### src/core/hmt_pkg.sv
// Package: offsets, layouts and timing for the monitor error and temperature bank
package hmt_pkg;
   // Register offsets
   localparam logic [7:0] CPU2_THROTTLE_ERROR_STATUS_OFS = 8'h4D;
   localparam logic [7:0] INPUT_PIN_ERROR_STATUS_OFS = 8'h4E;
   localparam logic [7:0] FAN_TACH_ERROR_STATUS_OFS = 8'h4F;
   localparam logic [7:0] ZONE1_TEMPERATURE_OFS = 8'h50;
   localparam logic [7:0] ZONE2_TEMPERATURE_OFS = 8'h51;
   localparam logic [7:0] ZONE3_INTERNAL_TEMPERATURE_OFS = 8'h52;
   localparam logic [7:0] ZONE4_EXTERNAL_TEMPERATURE_OFS = 8'h53;
   localparam logic [7:0] ZONE1_FILTERED_TEMPERATURE_OFS = 8'h54;
   localparam logic [7:0] ZONE2_FILTERED_TEMPERATURE_OFS = 8'h55;

   // Reset values
   localparam logic [7:0] STATUS_RESET = 8'h00;
   localparam logic [7:0] TEMP_RESET = 8'h00;
   localparam logic [7:0] FILTERED_RESET = 8'h00;
   localparam logic [7:0] UNMAPPED_READ = 8'h00;

   // Diode fault reading
   localparam logic [7:0] DIODE_FAULT_CODE = 8'h80;

   // Throttle status bit positions
   localparam int ANY_THROTTLE_BIT = 0;
   localparam int BIN1_BIT = 1;
   localparam int BIN2_BIT = 2;
   localparam int BIN3_BIT = 3;
   localparam int BIN4_BIT = 4;
   localparam int BIN5_BIT = 5;
   localparam int FULL_THROTTLE_BIT = 6;
   localparam int LIMIT_ERROR_BIT = 7;

   // Fan status layout: bits 2:0 clearable, bit 3 read-only, 7:4 reserved
   localparam logic [7:0] FAN_CLEARABLE_MASK = 8'h07;
   localparam logic [7:0] FAN_IMPLEMENTED_MASK = 8'h0F;

   // Throttle fraction thresholds on a 0..255 scale (255 = whole interval)
   localparam logic [7:0] FRAC_ONE_EIGHTH = 8'h20;
   localparam logic [7:0] FRAC_ONE_QUARTER = 8'h40;
   localparam logic [7:0] FRAC_ONE_HALF = 8'h80;
   localparam logic [7:0] FRAC_THREE_QUARTERS = 8'hC0;
   localparam logic [7:0] FRAC_FULL = 8'hFF;

   // Throttle sampling timing
   localparam int CLK_PERIOD_NS = 100;
   localparam int THROTTLE_SAMPLE_NS = 10000;
   localparam int THROTTLE_SAMPLE_CYCLES =
      (THROTTLE_SAMPLE_NS / CLK_PERIOD_NS < 1) ? 1 : THROTTLE_SAMPLE_NS / CLK_PERIOD_NS;
   localparam logic [7:0] SAMPLES_PER_INTERVAL = 8'hFF;

   // Sleep states
   typedef enum logic [1:0] {
      HMT_S0 = 2'b00,
      HMT_S1 = 2'b01,
      HMT_S3 = 2'b10,
      HMT_S45 = 2'b11
   } hmt_sleep_e;

   // Temperature measurements from the converter
   typedef struct packed {
      logic [7:0] zone1;
      logic [7:0] zone2;
      logic [7:0] zone3;
      logic valid;
      logic diode1_fault;
      logic diode2_fault;
   } hmt_temp_in_s;

   // Tach counts and limits, one 16-bit word per channel
   typedef struct packed {
      logic [3:0][15:0] count;
      logic [3:0][15:0] limit;
   } hmt_fan_in_s;

   // Spike smoothing control: enable and shift depth for zones 1 and 2
   typedef struct packed {
      logic z1_enable;
      logic [2:0] z1_shift;
      logic z2_enable;
      logic [2:0] z2_shift;
   } hmt_smooth_s;
endpackage : hmt_pkg

### src/core/hmt_regs.sv
// Error status and temperature value register bank of the hardware monitor
`timescale 1ns/10ps
module hmt_regs
   import hmt_pkg::*;
#(
   parameter int SAMPLE_CYCLES = THROTTLE_SAMPLE_CYCLES
) (
   // Clock and reset
   input wire logic clk,
   input wire logic reset_n,
   // Register access from the serial interface engine
   input wire logic [7:0] reg_addr,
   input wire logic reg_wr_en,
   input wire logic [7:0] reg_wr_data,
   input wire logic reg_rd_en,
   output logic [7:0] reg_rd_data,
   // Pins
   input wire logic cpu2_throttle_input,
   input wire logic [7:0] general_pin,
   // Settings held elsewhere in the device
   input wire logic [7:0] throttle_limit,
   input wire logic [7:0] input_error_mask,
   input wire hmt_smooth_s smooth_ctrl,
   input wire hmt_sleep_e sleep_state,
   // Measurements
   input wire hmt_temp_in_s temp_in,
   input wire hmt_fan_in_s fan_in,
   // Summary
   output logic host_error
);

   // Pin synchronisers, two stages each
   logic thr_meta_reg;
   logic thr_sync_reg;
   logic [7:0] pin_meta_reg;
   logic [7:0] pin_sync_reg;

   always_ff @(posedge clk) begin
      if (!reset_n) begin
         thr_meta_reg <= 1'b0;
         thr_sync_reg <= 1'b0;
         pin_meta_reg <= 8'hFF;
         pin_sync_reg <= 8'hFF;
      end else begin
         thr_meta_reg <= cpu2_throttle_input;
         thr_sync_reg <= thr_meta_reg;
         pin_meta_reg <= general_pin;
         pin_sync_reg <= pin_meta_reg;
      end
   end

   // Sample tick divider
   logic [15:0] div_reg;
   wire sample_tick = (div_reg == 16'(SAMPLE_CYCLES - 1));

   always_ff @(posedge clk) begin
      if (!reset_n) begin
         div_reg <= 16'h0000;
      end else begin
         div_reg <= sample_tick ? 16'h0000 : div_reg + 16'h0001;
      end
   end

   // Throttle duty measurement over 255 samples; count 255 means whole interval
   logic [7:0] samp_idx_reg;
   logic [7:0] hot_cnt_reg;
   logic [7:0] meas_reg;
   logic meas_done_reg;
   wire last_sample = (samp_idx_reg == SAMPLES_PER_INTERVAL - 8'h01);
   wire [7:0] hot_cnt_next = hot_cnt_reg + {7'h00, thr_sync_reg};

   always_ff @(posedge clk) begin
      if (!reset_n) begin
         samp_idx_reg <= 8'h00;
         hot_cnt_reg <= 8'h00;
         meas_reg <= 8'h00;
         meas_done_reg <= 1'b0;
      end else begin
         meas_done_reg <= sample_tick && last_sample;
         if (sample_tick) begin
            if (last_sample) begin
               meas_reg <= hot_cnt_next;
               samp_idx_reg <= 8'h00;
               hot_cnt_reg <= 8'h00;
            end else begin
               samp_idx_reg <= samp_idx_reg + 8'h01;
               hot_cnt_reg <= hot_cnt_next;
            end
         end
      end
   end

   // Bin decode of the finished measurement
   wire thr_any = (meas_reg != 8'h00);
   wire thr_bin1 = thr_any && (meas_reg < FRAC_ONE_EIGHTH);
   wire thr_bin2 = (meas_reg >= FRAC_ONE_EIGHTH) && (meas_reg < FRAC_ONE_QUARTER);
   wire thr_bin3 = (meas_reg >= FRAC_ONE_QUARTER) && (meas_reg < FRAC_ONE_HALF);
   wire thr_bin4 = (meas_reg >= FRAC_ONE_HALF) && (meas_reg < FRAC_THREE_QUARTERS);
   wire thr_bin5 = (meas_reg >= FRAC_THREE_QUARTERS) && (meas_reg < FRAC_FULL);
   wire thr_full = (meas_reg == FRAC_FULL);
   wire thr_limit = (meas_reg > throttle_limit);
   wire [7:0] thr_events = {thr_limit, thr_full, thr_bin5, thr_bin4,
                            thr_bin3, thr_bin2, thr_bin1, thr_any};

   // Sleep masking per register group
   wire sleep_s1 = (sleep_state == HMT_S1);
   wire sleep_deep = (sleep_state == HMT_S3) || (sleep_state == HMT_S45);
   wire thr_allowed = !sleep_deep;
   wire pin_allowed = !(sleep_deep || sleep_s1);
   wire fan_allowed = !(sleep_deep || sleep_s1);

   // Event set vectors, gated by sleep
   wire [7:0] thr_set = (meas_done_reg && thr_allowed) ? thr_events : 8'h00;
   wire [7:0] pin_set = pin_allowed ? (~pin_sync_reg & ~input_error_mask) : 8'h00;
   logic [3:0] fan_over;

   // One comparator per tach channel
   genvar gi;
   generate
      for (gi = 0; gi < 4; gi++) begin : g_fan
         assign fan_over[gi] = fan_in.count[gi] > fan_in.limit[gi];
      end
   endgenerate

   wire [7:0] fan_set = fan_allowed ? {4'h0, fan_over} : 8'h00;

   // Register decode
   wire wr_thr = reg_wr_en && (reg_addr == CPU2_THROTTLE_ERROR_STATUS_OFS);
   wire wr_pin = reg_wr_en && (reg_addr == INPUT_PIN_ERROR_STATUS_OFS);
   wire wr_fan = reg_wr_en && (reg_addr == FAN_TACH_ERROR_STATUS_OFS);
   wire wr_zone4 = reg_wr_en && (reg_addr == ZONE4_EXTERNAL_TEMPERATURE_OFS);

   // Sticky write-one-to-clear update; a same-cycle set beats the clear
   function automatic logic [7:0] sticky(input logic [7:0] cur, input logic [7:0] set,
                                         input logic [7:0] clr);
      sticky = (cur & ~clr) | set;
   endfunction : sticky

   logic [7:0] thr_stat_reg;
   logic [7:0] pin_stat_reg;
   logic [7:0] fan_stat_reg;
   wire [7:0] thr_stat_next = sticky(thr_stat_reg, thr_set, wr_thr ? reg_wr_data : 8'h00);
   wire [7:0] pin_stat_next = sticky(pin_stat_reg, pin_set, wr_pin ? reg_wr_data : 8'h00);
   // Fan 4 and reserved bits ignore clear writes
   wire [7:0] fan_clr = wr_fan ? (reg_wr_data & FAN_CLEARABLE_MASK) : 8'h00;
   wire [7:0] fan_stat_next =
      sticky(fan_stat_reg, fan_set, fan_clr) & FAN_IMPLEMENTED_MASK;

   always_ff @(posedge clk) begin
      if (!reset_n) begin
         thr_stat_reg <= STATUS_RESET;
         pin_stat_reg <= STATUS_RESET;
         fan_stat_reg <= STATUS_RESET;
      end else begin
         thr_stat_reg <= thr_stat_next;
         pin_stat_reg <= pin_stat_next;
         fan_stat_reg <= fan_stat_next;
      end
   end

   // Summary: only the limit error reaches the host error output
   always_ff @(posedge clk) begin
      if (!reset_n) begin
         host_error <= 1'b0;
      end else begin
         host_error <= thr_stat_next[LIMIT_ERROR_BIT];
      end
   end

   // Unfiltered zone readings, substituted on diode fault
   wire [7:0] z1_value = temp_in.diode1_fault ? DIODE_FAULT_CODE : temp_in.zone1;
   wire [7:0] z2_value = temp_in.diode2_fault ? DIODE_FAULT_CODE : temp_in.zone2;

   // Spike smoothing: first-order low pass, step scaled down by 2^shift
   function automatic logic [7:0] smooth(input logic [7:0] prev, input logic [7:0] raw,
                                         input logic en, input logic [2:0] sh);
      logic signed [8:0] diff;
      logic signed [8:0] step;
      diff = $signed({1'b0, raw}) - $signed({1'b0, prev});
      step = diff >>> sh;
      if (!en) begin
         smooth = raw;
      end else if (step == 9'sd0) begin
         // Keep creeping so the filter can settle on the raw value
         smooth = (diff > 9'sd0) ? prev + 8'h01 : (diff < 9'sd0) ? prev - 8'h01 : prev;
      end else begin
         smooth = 8'($signed({1'b0, prev}) + step);
      end
   endfunction : smooth

   wire [7:0] z1_filt_next;
   wire [7:0] z2_filt_next;
   logic [7:0] z1_reg;
   logic [7:0] z2_reg;
   logic [7:0] z3_reg;
   logic [7:0] z4_reg;
   logic [7:0] z1_filt_reg;
   logic [7:0] z2_filt_reg;

   assign z1_filt_next = smooth(z1_filt_reg, z1_value, smooth_ctrl.z1_enable,
                                smooth_ctrl.z1_shift);
   assign z2_filt_next = smooth(z2_filt_reg, z2_value, smooth_ctrl.z2_enable,
                                smooth_ctrl.z2_shift);

   // Zone 1 to 3 and filtered temperature registers follow each conversion result
   always_ff @(posedge clk) begin
      if (!reset_n) begin
         z1_reg <= TEMP_RESET;
         z2_reg <= TEMP_RESET;
         z3_reg <= TEMP_RESET;
         z1_filt_reg <= FILTERED_RESET;
         z2_filt_reg <= FILTERED_RESET;
      end else if (temp_in.valid) begin
         z1_reg <= z1_value;
         z2_reg <= z2_value;
         z3_reg <= temp_in.zone3;
         z1_filt_reg <= z1_filt_next;
         z2_filt_reg <= z2_filt_next;
      end
   end

   // Zone 4 has no sensor; the host supplies the value
   always_ff @(posedge clk) begin
      if (!reset_n) begin
         z4_reg <= TEMP_RESET;
      end else if (wr_zone4) begin
         z4_reg <= reg_wr_data;
      end
   end

   // Read mux; unmapped offsets return zero
   logic [7:0] rd_mux;

   always_comb begin
      unique case (reg_addr)
         CPU2_THROTTLE_ERROR_STATUS_OFS: rd_mux = thr_stat_reg;
         INPUT_PIN_ERROR_STATUS_OFS: rd_mux = pin_stat_reg;
         FAN_TACH_ERROR_STATUS_OFS: rd_mux = fan_stat_reg;
         ZONE1_TEMPERATURE_OFS: rd_mux = z1_reg;
         ZONE2_TEMPERATURE_OFS: rd_mux = z2_reg;
         ZONE3_INTERNAL_TEMPERATURE_OFS: rd_mux = z3_reg;
         ZONE4_EXTERNAL_TEMPERATURE_OFS: rd_mux = z4_reg;
         ZONE1_FILTERED_TEMPERATURE_OFS: rd_mux = z1_filt_reg;
         ZONE2_FILTERED_TEMPERATURE_OFS: rd_mux = z2_filt_reg;
         default: rd_mux = UNMAPPED_READ;
      endcase
   end

   // Read data captured on the read strobe, held until the next one
   always_ff @(posedge clk) begin
      if (!reset_n) begin
         reg_rd_data <= UNMAPPED_READ;
      end else if (reg_rd_en) begin
         reg_rd_data <= rd_mux;
      end
   end

endmodule : hmt_regs

### config.mk
export PLATFORM = sky130hd
export DESIGN_NAME = hmt_regs
export DESIGN_NICKNAME = d
export VERILOG_FILES = /design/src/core/hmt_pkg.sv /design/src/core/hmt_regs.sv
export SDC_FILE = /design/constraint.sdc
export NUM_CORES = 1
export LEC_CHECK = 0
export BUFFER_PORTS_ARGS = -buffer_cell sky130_fd_sc_hd__buf_2
export CORE_ASPECT_RATIO = 1.5
export CORE_MARGIN = 5
export CORE_UTILIZATION = 40
export DETAILED_ROUTE_END_ITERATION = 10
export PLACE_DENSITY = 0.68
export SLEW_MARGIN = 20
export SYNTH_ARGS = -nofsm -noshare
export SYNTH_HDL_FRONTEND = slang
export SYNTH_SLANG_ARGS = --single-unit
### constraint.sdc
create_clock -name clk -period 7.77 [get_ports clk]
set_input_delay 1.1655 -clock clk [delete_from_list [all_inputs] [get_ports clk]]
set_output_delay 1.1655 -clock clk [all_outputs]
set_load 0.02 [all_outputs]
### Yosys cells after proc, flatten, opt, wreduce, memory -nomap -nowiden

Index checks and enable logic that the tools add are counted.

| word-level totals | value |
|---|---|
| register bits after elaboration | 136 |
| input bits | 210 |
| output and inout port bits | 9 |
| logic and storage cells | 121 |

| operators by class | value |
|---|---|
| $add $sub $neg | 11 |
| magnitude comparators | 18 |
| equal/unequal tests | 17 |
| shifts and indexed selects | 2 |
| muxes and demuxes | 19 |
| bitwise logic cells | 13 |
| reduce and logical (&&, ||, !) cells | 21 |

Operator list:

| cell | number |
|---|---|
| two-way mux 8 bit | 16 |
| equality test 8 x 7 -> 1 bit (second input constant) | 9 |
| one-hot mux 8 bit (9 select lines) | 1 |
| > comparator 16 bit | 4 |
| inverter 8 bit | 4 |
| adder 8 x 1 -> 8 bit (second input constant) | 3 |
| bitwise AND 8 bit | 3 |
| less-than comparator 8 bit (second input constant) | 3 |
| > comparator 9 x 1 -> 1 bit (second input constant) | 2 |
| logical NOT 9 bit | 2 |
| less-than comparator 9 x 1 -> 1 bit (second input constant) | 2 |
| >>> shifter 9 x 3 -> 9 bit | 2 |
| subtractor 8 x 8 -> 9 bit | 2 |
| adder 16 x 1 -> 16 bit (second input constant) | 1 |
| adder 8 bit | 2 |
| equality test 16 x 7 -> 1 bit (second input constant) | 1 |
| equality test 8 bit (second input constant) | 2 |
| greater-or-equal comparator 8 bit (second input constant) | 2 |
| bitwise OR 8 bit | 2 |
| subtractor 8 x 1 -> 8 bit (second input constant) | 2 |
| logical AND 1 bit | 11 |
| adder 8 x 1 -> 8 bit | 1 |
| greater-or-equal comparator 8 x 6 -> 1 bit (second input constant) | 1 |
| greater-or-equal comparator 8 x 7 -> 1 bit (second input constant) | 1 |
| 17 further kinds | 22 |

### Longest topological paths before layout

Gate-level depths: netlist of run 1.

| depth | value |
|---|---|
| depth after elaboration | 7 |
| mapped depth | 21 |
| depth with buffers taken out | 21 |

### Least setup slack after synthesis of run 1

Ideal clock, no wire load.

| timing path | value |
|---|---|
| path type | input to register |
| start point | in temp_in[11] (netlist bit) |
| end point | reg z2_filt_reg[7] |
| setup time | 120 ps |
| data arrival time | 5,883 ps |
| data required time | 7,650 ps |
| path slack | 1,767 ps |
| stages | 20 |
| buffers on the path | 0 |
| cells stage by stage | nor2b_1 inv_1 ha_1 inv_1 fa_1 and3_1 nor3_1 nor2_1 or4_1 o41ai_1 ha_1 a21o_1 a21oi_1 o21ai_0 o41ai_1 xnor2_1 xnor2_1 a41oi_1 a21boi_0 o31ai_1 |

| on the way | value |
|---|---|
| longest elaborated chain between the ends | 6 |
| elaborated cells between the ends (all ways) | 12 |
| classes of those cells | add/sub: 2; order compare: 2; eq/ne: 1; shift: 1; mux: 4; reduce/logical: 2 |

Ends and longest elaborated chain:

| element | RTL line | source |
|---|---|---|
| start: declaration | hmt_regs.sv:26 | `input wire hmt_temp_in_s temp_in,` |
| two-way mux 8 bit (*) | hmt_regs.sv:172 | `wire [7:0] z2_value = temp_in.diode2_fault ? DIODE_FAULT_CODE : temp_in.zone2;` |
| subtractor 8 x 8 -> 9 bit (*) | hmt_regs.sv:179 | `diff = $signed({1'b0, raw}) - $signed({1'b0, prev});` |
| >>> shifter 9 x 3 -> 9 bit or > comparator 9 x 1 -> 1 bit (tied branches) | hmt_regs.sv:180, hmt_regs.sv:185 |  |
| adder 8 bit (tied with other cells) | hmt_regs.sv:187 | `smooth = 8'($signed({1'b0, prev}) + step);` |
| two-way mux 8 bit or != test 4 x 2 -> 1 bit (tied branches) | n/a |  |
| two-way mux 8 bit or AND reduction 2 bit (tied branches) | n/a |  |
| end signal: assignment | hmt_regs.sv:218 | `z2_filt_reg <= z2_filt_next;` |
| end: declaration | hmt_regs.sv:198 | `logic [7:0] z2_filt_reg;` |

Mark *: on every way between the ends. The rest lies on a longest branch, timed or not.
A chain may end at the register's enable or synchronous reset.

### Worst setup path after layout of run 1

Ends and elaborated chain as after synthesis.

==> results of run 1 <==
## per-stage QoR
stage                     util (%)  total power (uW)  worst slack, ns  cell area, um2  cells
final                         47.3              2400             2.29           13100   1922
after global routing          47.3              2550             1.78           13100   1920
after CTS                     47.3              2420             2.29           13100   1918
after detailed placement      45.1              1580             1.85           12500   1887
after global placement        45.1              1560             2.03           12500   1887
after floorplan                  -              1350             1.77           11200   1370
## layout make-up
cell class,instances,area share [%]
clock buffer,18,3.34
timing repair buffer,225,8.72
antenna,4,0.0761
tap,346,3.29
inverter,112,3.20
sequential,135,20.6
multi-input combinational,1069,59.5
clock inverter,13,1.29
## Yosys cell counts (all sizes together) (8+ instances only)
cell,number,area share [%]
dfxtp,135,24
ha,127,14
inv,111,3.7
nand2,103,3.5
nor2,86,2.9
nor2b,82,4.6
a21oi,71,3.2
o21ai,60,2.7
a21o,57,3.8
clkbuf,47,1.6
mux2i,47,4.2
nand2b,33,1.8
nand3,33,1.5
nor3,28,1.3
xor2,28,2.2
xnor2,25,2.0
nand4,24,1.3
a211oi,18,1.3
and3,18,1.0
and2,17,0.97
a22oi,16,1.1
o21a,15,1.0
a21boi,11,0.84
or2,10,0.56
a22o,9,0.70
o211a,9,0.81
a31oi,8,0.45
mux2,8,0.81
o31ai,8,0.54
## metal layers
layer  share of wire (%)  vias up  global-route usage (%)
met4                 3.6        6                    8.73
met3                 5.5       92                    4.05
li1                    -     5317                       -
met1                  39     5029                    22.4
met2                  52      370                    38.2
met5                0.10        -                       0
## worst paths after layout
check / startpoint / cells after the start / endpoint
max: temp_in[11] / 22 / z2_filt_reg[7]
min: pin_meta_reg[2] / 1 / pin_sync_reg[2]
max reg2reg: z2_filt_reg[0] / 19 / z2_filt_reg[7]
min reg2reg: pin_meta_reg[2] / 1 / pin_sync_reg[2]
## power by group through the flow
stage / Combinational [uW] / Clock, uW / Sequential (uW)
global route: 915 / 881 / 752
detailed placement: 813 / 0 / 765
finish: 822 / 832 / 750
CTS: 818 / 851 / 750
floorplan: 597 / 0 / 748
global placement: 798 / 0 / 764
## cell families (layout without fill, tap and decap cells)
logic type,after synthesis,in the layout,synth area share (%)
mux,61,61,6.22
other cells,0,4,0
flops,135,135,24.2
compound gates,362,362,23.0
buf+inv,166,368,5.86
simple gates,460,460,21.4
xor+xnor,53,53,4.15
fa+ha+maj,133,133,15.3
## worst max-delay path, delay by kind of cell
| kind | cells | cell delay [ns] |
|---|---|---|
| XOR/XNOR | 2 | 0.35 |
| AND/OR/NAND/NOR | 5 | 1.24 |
| adder cells (fa/ha/maj) | 3 | 0.83 |
| AO/OA/AOI/OAI | 8 | 1.74 |
| buffers and inverters | 4 | 0.47 |
==> results.cfg, run 1 <==
[status]
status = finished, final reports clean

[sta]
skew_ns = 0.00645
max_freq_mhz = 183
final-setup-viol-count = 0
tightest_slew_ns = 1.09
min_period_ns = 5.48
slew_headroom_pct = 26.6
hold_viol_final = 0
whs_ns = 0.402
slew_viol_final = 0
timing.final.crit_share_pct = 70.5
finalSetupTns_ns = 0
rsz0062_at_grt = no

[cts]
clock_path_buffers = 2
clk_latency_ns = 0.42
post_cts_buffers = 0
numCtsBuffers = 17
cts_sinks = 135
cts_tree = done
cts.hold.buffers_added = 0
h-tree-depth = 4
clock-root-buffer = clkbuf_16
cts-resized-gates = 0
clk_pin_slew_ns = 0.06

[synth]
synth.net_count = 1713
yosysSeqAreaShare_pct = 24.2
yosys_warnings = 0
synthArstFlopShare_pct = 0
netlist_area_um2 = 11200
ys_types = 84
synth_edf_count = 0
synth.avg_cell_area_um2 = 8.16
synth-main-ff-cell = dfxtp_1
ys_ff_latch = 135
postSynthCellCount = 1370

[pwr]
leakagePower_uw = 0.00623
swShare_pct = 33.9
clkPwrFrac_pct = 34.6
p_int_uw = 1590
seq_power_share_pct = 31.2
p_sw_uw = 814
combPwrFrac_pct = 34.2
ir_drop_uv = 166
p_per_area_nw_per_um2 = 183

[route]
post_drt_wl_per_cell_um = 17.3
drc = 0
drt-initial-drc-count = 710
drtAntennaViolNets = 0
vias = 10800
avgViaCountPerCell = 5.63
totalWireLength_mm = 33.2
drt_first_pass_iters = 5

[flow_run]
cap_violations = 0

[layout]
nFillCells = 2752
drive_above_1_share_pct = 18.4
syn2layout_area_growth_pct = 17.6
layout_commonest_cell = buf_2
nets = 1903
multi_input_area_um2 = 7830
final_cell_mix = buf_2 (217), dfxtp_1 (135), ha_1 (127), inv_1 (111), nand2_1 (103)
largest_reg_flops = 16
regArea_um2 = 2700

[placement]
hpwl_mm = 26.7
port-buffer-count = 218
place_congestion = 0.901

[critical_path]
r2r_slack_ns = 2.67
cp-end-kind = flop
path_cells = buf_2 > nor2b_1 > inv_1 > ha_1 > inv_1 > fa_1 > and3_1 > nor3_1 > nor2_1 > or4_1 > o41ai_1 > buf_4 > ha_1 > a21o_1 > a21oi_1 > o21ai_0 > o41ai_1 > xnor2_1 > xnor2_1 > a41oi_1 > a21boi_0 > o31ai_1
cp_slowest_cell = or4_1
worstSetupStartpointType = input port
crit_arrival_ns = 5.81
crit_type = in2reg
max_stage_delay_ns = 0.54
crit_fanout = 9
worstPathRequired_ns = 8.10

[worst_hold_path]
hold_class = reg2reg

[global_routing]
grt_usage_pct = 20.5
antenna_found_initial = 6
grt_pass1_vias = 10900
grt_max_degree = 69
grt_pass1_wl_mm = 53.0
overflow = 0

[floorplanning]
die_h_um = 215
die_w_um = 147
ios = 219
design.core.area_um2 = 27800
die_area_um2 = 31500
initial_core_util_pct = 40.3
rows = 75
(Power assumes the default switching activity.)
==> run 2: changes to the inputs <==
--- a/config.mk
+++ b/config.mk
@@ -10,7 +10,7 @@
 export CORE_MARGIN = 5
 export CORE_UTILIZATION = 40
 export DETAILED_ROUTE_END_ITERATION = 10
-export PLACE_DENSITY = 0.68
+export PLACE_DENSITY = 0.7
 export SLEW_MARGIN = 20
 export SYNTH_ARGS = -nofsm -noshare
 export SYNTH_HDL_FRONTEND = slang
==> constraint.sdc (replaced) <==
create_clock -name clk -period 4.9 [get_ports clk]
set_input_delay 0.735 -clock clk [delete_from_list [all_inputs] [get_ports clk]]
set_output_delay 0.735 -clock clk [all_outputs]
set_load 0.02 [all_outputs]
==> results.cfg, run 2 (synthesis gave the netlist of run 1 again) <==
[status]
status = finished, final reports clean

[layout]
syn2layout_area_growth_pct = 21.8
drive_above_1_share_pct = 21.8
largest_reg_flops = 16
final_util_pct = 49.0
multi_input_area_um2 = 7880
fin_cells = 1978
nFillCells = 2696
nets = 1962
regArea_um2 = 2700
layout_commonest_cell = buf_2
final_cell_mix = buf_2 (217), dfxtp_1 (135), ha_1 (127), inv_1 (111), nand2_1 (103)

[critical_path]
cp_slowest_cell = or4_4
ff2ff_path_depth = 17
crit_arrival_ns = 4.96
r2r-end = z2_filt_reg[7]
worstPathRequired_ns = 5.24
max_stage_delay_ns = 0.58
reg2reg_from = z2_filt_reg[4]
worstSetupStartpointType = input port
r2r_slack_ns = 0.38
crit_family = compound AO/OA/AOI/OAI gates
crit_fanout = 9
cp_num_buf_inv = 2
cp-end-kind = flop
path_cells = buf_2 > nor2b_1 > ha_1 > nor2_1 > a21oi_1 > xor2_1 > or4_4 > o41ai_4 > buf_4 > ha_1 > a21oi_2 > o21ai_0 > o41ai_1 > xnor2_1 > xnor2_1 > a41oi_1 > a21boi_1 > o31ai_1
crit_type = in2reg

[route]
drt_first_pass_iters = 5
drc = 0
drt-initial-drc-count = 720
met1_length_mm = 12.9
totalWireLength_mm = 34.2
post_drt_wl_per_cell_um = 17.3
met2_length_mm = 17.9
avgViaCountPerCell = 5.55
dr_wl_met3_mm = 2.05
top_layer_used = met5
drtAntennaViolNets = 0
vias = 11000

[global_routing]
grt_max_degree = 73
grt_usage_pct = 21.4
antenna_found_initial = 4
grt_pass1_wl_mm = 55.1
grt_pass1_vias = 11100
overflow = 0

[worst_hold_path]
holdCritStartpoint = pin_meta_reg[2]
hold_class = reg2reg
hold_end = pin_sync_reg[2]
hold_depth = 1

[cts]
clock-root-buffer = clkbuf_16
cts_tree = done
clk_latency_ns = 0.43
h-tree-depth = 4
cts_sinks = 135
clk_pin_slew_ns = 0.06
clock_path_buffers = 2
cts.hold.buffers_added = 0
numCtsBuffers = 17

[sta]
finalSetupTns_ns = 0
timing.final.crit_share_pct = 94.1
slew_viol_final = 0
rsz0062_at_grt = no
tightest_slew_ns = 0.898
min_period_ns = 4.61
skew_ns = 0.00746
final-setup-viol-count = 0
slew_headroom_pct = 40.0
max_freq_mhz = 217
hold_viol_final = 0

[floorplanning]
die_h_um = 215
rows = 75
design.core.area_um2 = 27800
die_area_um2 = 31500
initial_core_util_pct = 40.3
die_w_um = 147
ios = 219

[placement]
port-buffer-count = 218
hpwl_mm = 27.7
place_inst = 1946
place_congestion = 0.918

[pwr]
p_sw_uw = 1310
seq_power_share_pct = 30.0
clkPwrFrac_pct = 32.9
p_int_uw = 2610
p_per_area_nw_per_um2 = 288
leakagePower_uw = 0.00652
swShare_pct = 33.5
ir_drop_uv = 213
combPwrFrac_pct = 37.1

[flow_run]
cap_violations = 0
-- run 2: cell count changes in the layout (fill, tap and decap cells not counted), sizes merged --
cell,change
clkinvlp,+4
diode,-2
buf,+59
inv,-2
clkinv,-4
clkbuf,+1
-- run 2: metal layers --
| layer | vias up | global-route usage, % |
|---|---|---|
| met5 | - | 0 |
| met4 | 4 | 8.98 |
| met3 | 84 | 4.49 |
| met2 | 389 | 40.5 |
| met1 | 5060 | 22.7 |
| li1 | 5438 | - |
-- run 2: worst max path at each step --
stage | endpoint | slack, ns | cells past startpoint | from
after floorplan | z2_filt_reg[7] | 0.03 | 20 | temp_in[11]
after global placement | z1_filt_reg[7] | -0.04 | 22 | temp_in[1]
after detailed placement | z1_filt_reg[7] | -0.14 | 22 | temp_in[1]
after CTS | z1_filt_reg[7] | 0.28 | 22 | temp_in[1]
after global routing | z1_filt_reg[7] | 0.01 | 19 | temp_in[1]
final | z2_filt_reg[7] | 0.29 | 18 | temp_in[0]
-- run 2: cell type report --
type	count	area share, %
multi-input cells	1069	57.8
flip-flops and latches	135	19.8
repair buffers	284	11.7
clock buffers	19	3.25
well taps	346	3.18
inverters	112	3.09
clock inverters	11	1.11
diodes	2	0.0367
-- run 2: what timing repair did --
| action | in CTS | in global routing |
|---|---|---|
| resized for setup | 0 | 3 |
| setup endpoints to repair | 0 | 1 |
| setup buffers | 0 | 0 |
| endpoints found under the hold margin | 0 | 0 |
-- run 2: worst reg2reg max path: stages (launching register included) --
cell,delay (ns)
dfxtp_1,0.52
inv_1,0.10
ha_1,0.50
o211a_1,0.23
a21boi_4,0.21
o21ai_1,0.15
or2_1,0.30
o41ai_4,0.39
buf_4,0.23
ha_1,0.29
a21oi_2,0.16
o21ai_0,0.13
o41ai_1,0.42
xnor2_1,0.18
xnor2_1,0.14
a41oi_1,0.12
a21boi_1,0.17
o31ai_1,0.22
-- run 2: metrics by stage --
stage / total power, uW / cell area (um2) / setup WS (ns) / hold slack [ns]
floorplan: 2150 / 11200 / 0.0345 / 0.386
global placement: 2600 / 13000 / -0.0402 / 0.389
detailed placement: 2630 / 13000 / -0.136 / 0.392
CTS: 3930 / 13600 / 0.285 / 0.407
global route: 4150 / 13600 / 0.0101 / 0.419
finish: 3920 / 13600 / 0.288 / 0.406
-- run 2: power groups by stage --
| stage | clock network [uW] | logic, uW | registers [uW] |
|---|---|---|---|
| floorplan | 0 | 961 | 1190 |
| detailed placement | 0 | 1430 | 1200 |
| finish | 1290 | 1460 | 1180 |
| CTS | 1310 | 1440 | 1170 |
| global route | 1360 | 1610 | 1180 |
| global placement | 0 | 1410 | 1200 |
==> run 3: changes to the inputs <==
--- a/config.mk
+++ b/config.mk
@@ -7,8 +7,9 @@
 export LEC_CHECK = 0
 export BUFFER_PORTS_ARGS = -buffer_cell sky130_fd_sc_hd__buf_2
 export CORE_ASPECT_RATIO = 1.5
-export CORE_MARGIN = 5
+export CORE_MARGIN = 3
 export CORE_UTILIZATION = 40
+export CTS_CLUSTER_SIZE = 25
 export DETAILED_ROUTE_END_ITERATION = 10
 export PLACE_DENSITY = 0.7
 export SLEW_MARGIN = 20
==> results.cfg, run 3 (synthesis gave the netlist of run 1 again) <==
[global_routing]
grt_pass1_wl_mm = 53.5
grt_usage_pct = 22.0
busiest_layer = met2
antenna_found_initial = 2
grtUsageMet3_pct = 3.78
grtUsageMet2_pct = 40.9
overflow = 0
grt_max_degree = 89
use_met1_pct = 23.9
grt_pass1_vias = 11000

[sta]
slew_headroom_pct = 37.1
final-setup-viol-count = 0
skew_ns = 0.0104
max_freq_mhz = 219
whs_ns = 0.407
timing.final.crit_share_pct = 93.3
min_period_ns = 4.57
hold_viol_final = 0
rsz0062_at_grt = no
worst_slack_ns = 0.330
tightest_slew_ns = 0.929
finalSetupTns_ns = 0
slew_viol_final = 0

[route]
drtAntennaViolNets = 0
drt-initial-drc-count = 752
drt_first_pass_iters = 5
post_drt_wl_per_cell_um = 17.1
drc = 0
avgViaCountPerCell = 5.55
totalWireLength_mm = 33.8
vias = 11000

[layout]
antenna_cells = 0
nets = 1962
final_cell_mix = buf_2 (217), dfxtp_1 (135), ha_1 (127), inv_1 (111), nand2_1 (103)
drive_above_1_share_pct = 22.1
largest_reg_flops = 16
syn2layout_area_growth_pct = 21.9
layout_commonest_cell = buf_2

[floorplanning]
die_area_um2 = 30000
rows = 74
design.core.area_um2 = 27400
initial_core_util_pct = 40.8
die_w_um = 143
die_h_um = 211
ios = 219

[status]
status = finished, final reports clean

[pwr]
clkPwrFrac_pct = 33.1
swShare_pct = 34.5
finalPower_uw = 3950
combPwrFrac_pct = 37.1
p_sw_uw = 1360
p_per_area_nw_per_um2 = 290
leakagePower_uw = 0.00654
p_int_uw = 2590
ir_drop_uv = 263
seq_power_share_pct = 29.8

[cts]
numCtsBuffers = 17
cts_sinks = 135
cts_tree = done
clk_latency_ns = 0.43
clk_pin_slew_ns = 0.06
clock_path_buffers = 2
clock-root-buffer = clkbuf_16
h-tree-depth = 4

[flow_run]
cap_violations = 0

[critical_path]
crit_type = in2reg
worstPathRequired_ns = 5.24
crit_fanout = 9
cp-end-kind = flop
crit_arrival_ns = 4.91
worstSetupStartpointType = input port

[worst_hold_path]
hold_class = reg2reg

[placement]
hpwl_mm = 27.4
port-buffer-count = 218
place_congestion = 0.894
dpl_worst_slack_ns = -0.173
-- run 3: what timing repair did --
item	in CTS	in global routing
gates resized for setup	0	7
hold buffers	0	0
endpoints found under the setup margin	0	2
buffers inserted	0	0
-- run 3: final cells by class --
cell class | instances | area, um2
tap | 342 | 428
multi-input combinational | 1069 | 7890
clock buffer | 18 | 439
sequential | 135 | 2700
clock inverter | 14 | 164
inverter | 112 | 420
fill | 2667 | 13800
timing repair buffer | 284 | 1590
-- run 3: final timing paths --
path	start	to	slack (ns)	cells after the start
max	temp_in[0]	z2_filt_reg[7]	0.33	18
min reg2reg	pin_meta_reg[6]	pin_sync_reg[6]	0.41	1
min	pin_meta_reg[6]	pin_sync_reg[6]	0.41	1
max reg2reg	z1_filt_reg[5]	z1_filt_reg[7]	0.36	17
-- run 3: critical path, cell delays in order --
cell,delay (ns)
buf_2,0.14
nor2b_1,0.32
ha_1,0.41
nor2_1,0.15
a21oi_1,0.20
xor2_1,0.10
or4_4,0.57
o41ai_4,0.32
buf_4,0.23
ha_1,0.27
a21oi_2,0.15
o21ai_0,0.14
o41ai_2,0.34
xnor2_1,0.18
xnor2_1,0.14
a41oi_1,0.12
a21boi_1,0.16
o31ai_1,0.22
-- run 3: metal layers --
layer	wire length, um	share of wire, %	vias to the layer above
met2	17600	52	393
li1	-	-	5421
met3	2010	6.0	93
met4	1320	3.9	4
met1	12800	38	5054
met5	27	0.080	-
-- run 3: power groups by stage --
stage	sequential, uW	clock, uW	combinational (uW)
2_1_floorplan	1190	0	961
3_3_place_gp	1200	0	1410
3_5_place_dp	1200	0	1440
4_1_cts	1180	1330	1450
5_1_grt	1180	1370	1620
6_report	1180	1310	1470
-- run 3: metrics by stage --
step,utilization [%],cells,cell area [um2]
5_1_grt,49.7,1974,13600
2_1_floorplan,-,1370,11200
3_5_place_dp,47.4,1942,13000
6_report,49.7,1974,13600
3_3_place_gp,47.4,1942,13000
4_1_cts,49.6,1974,13600
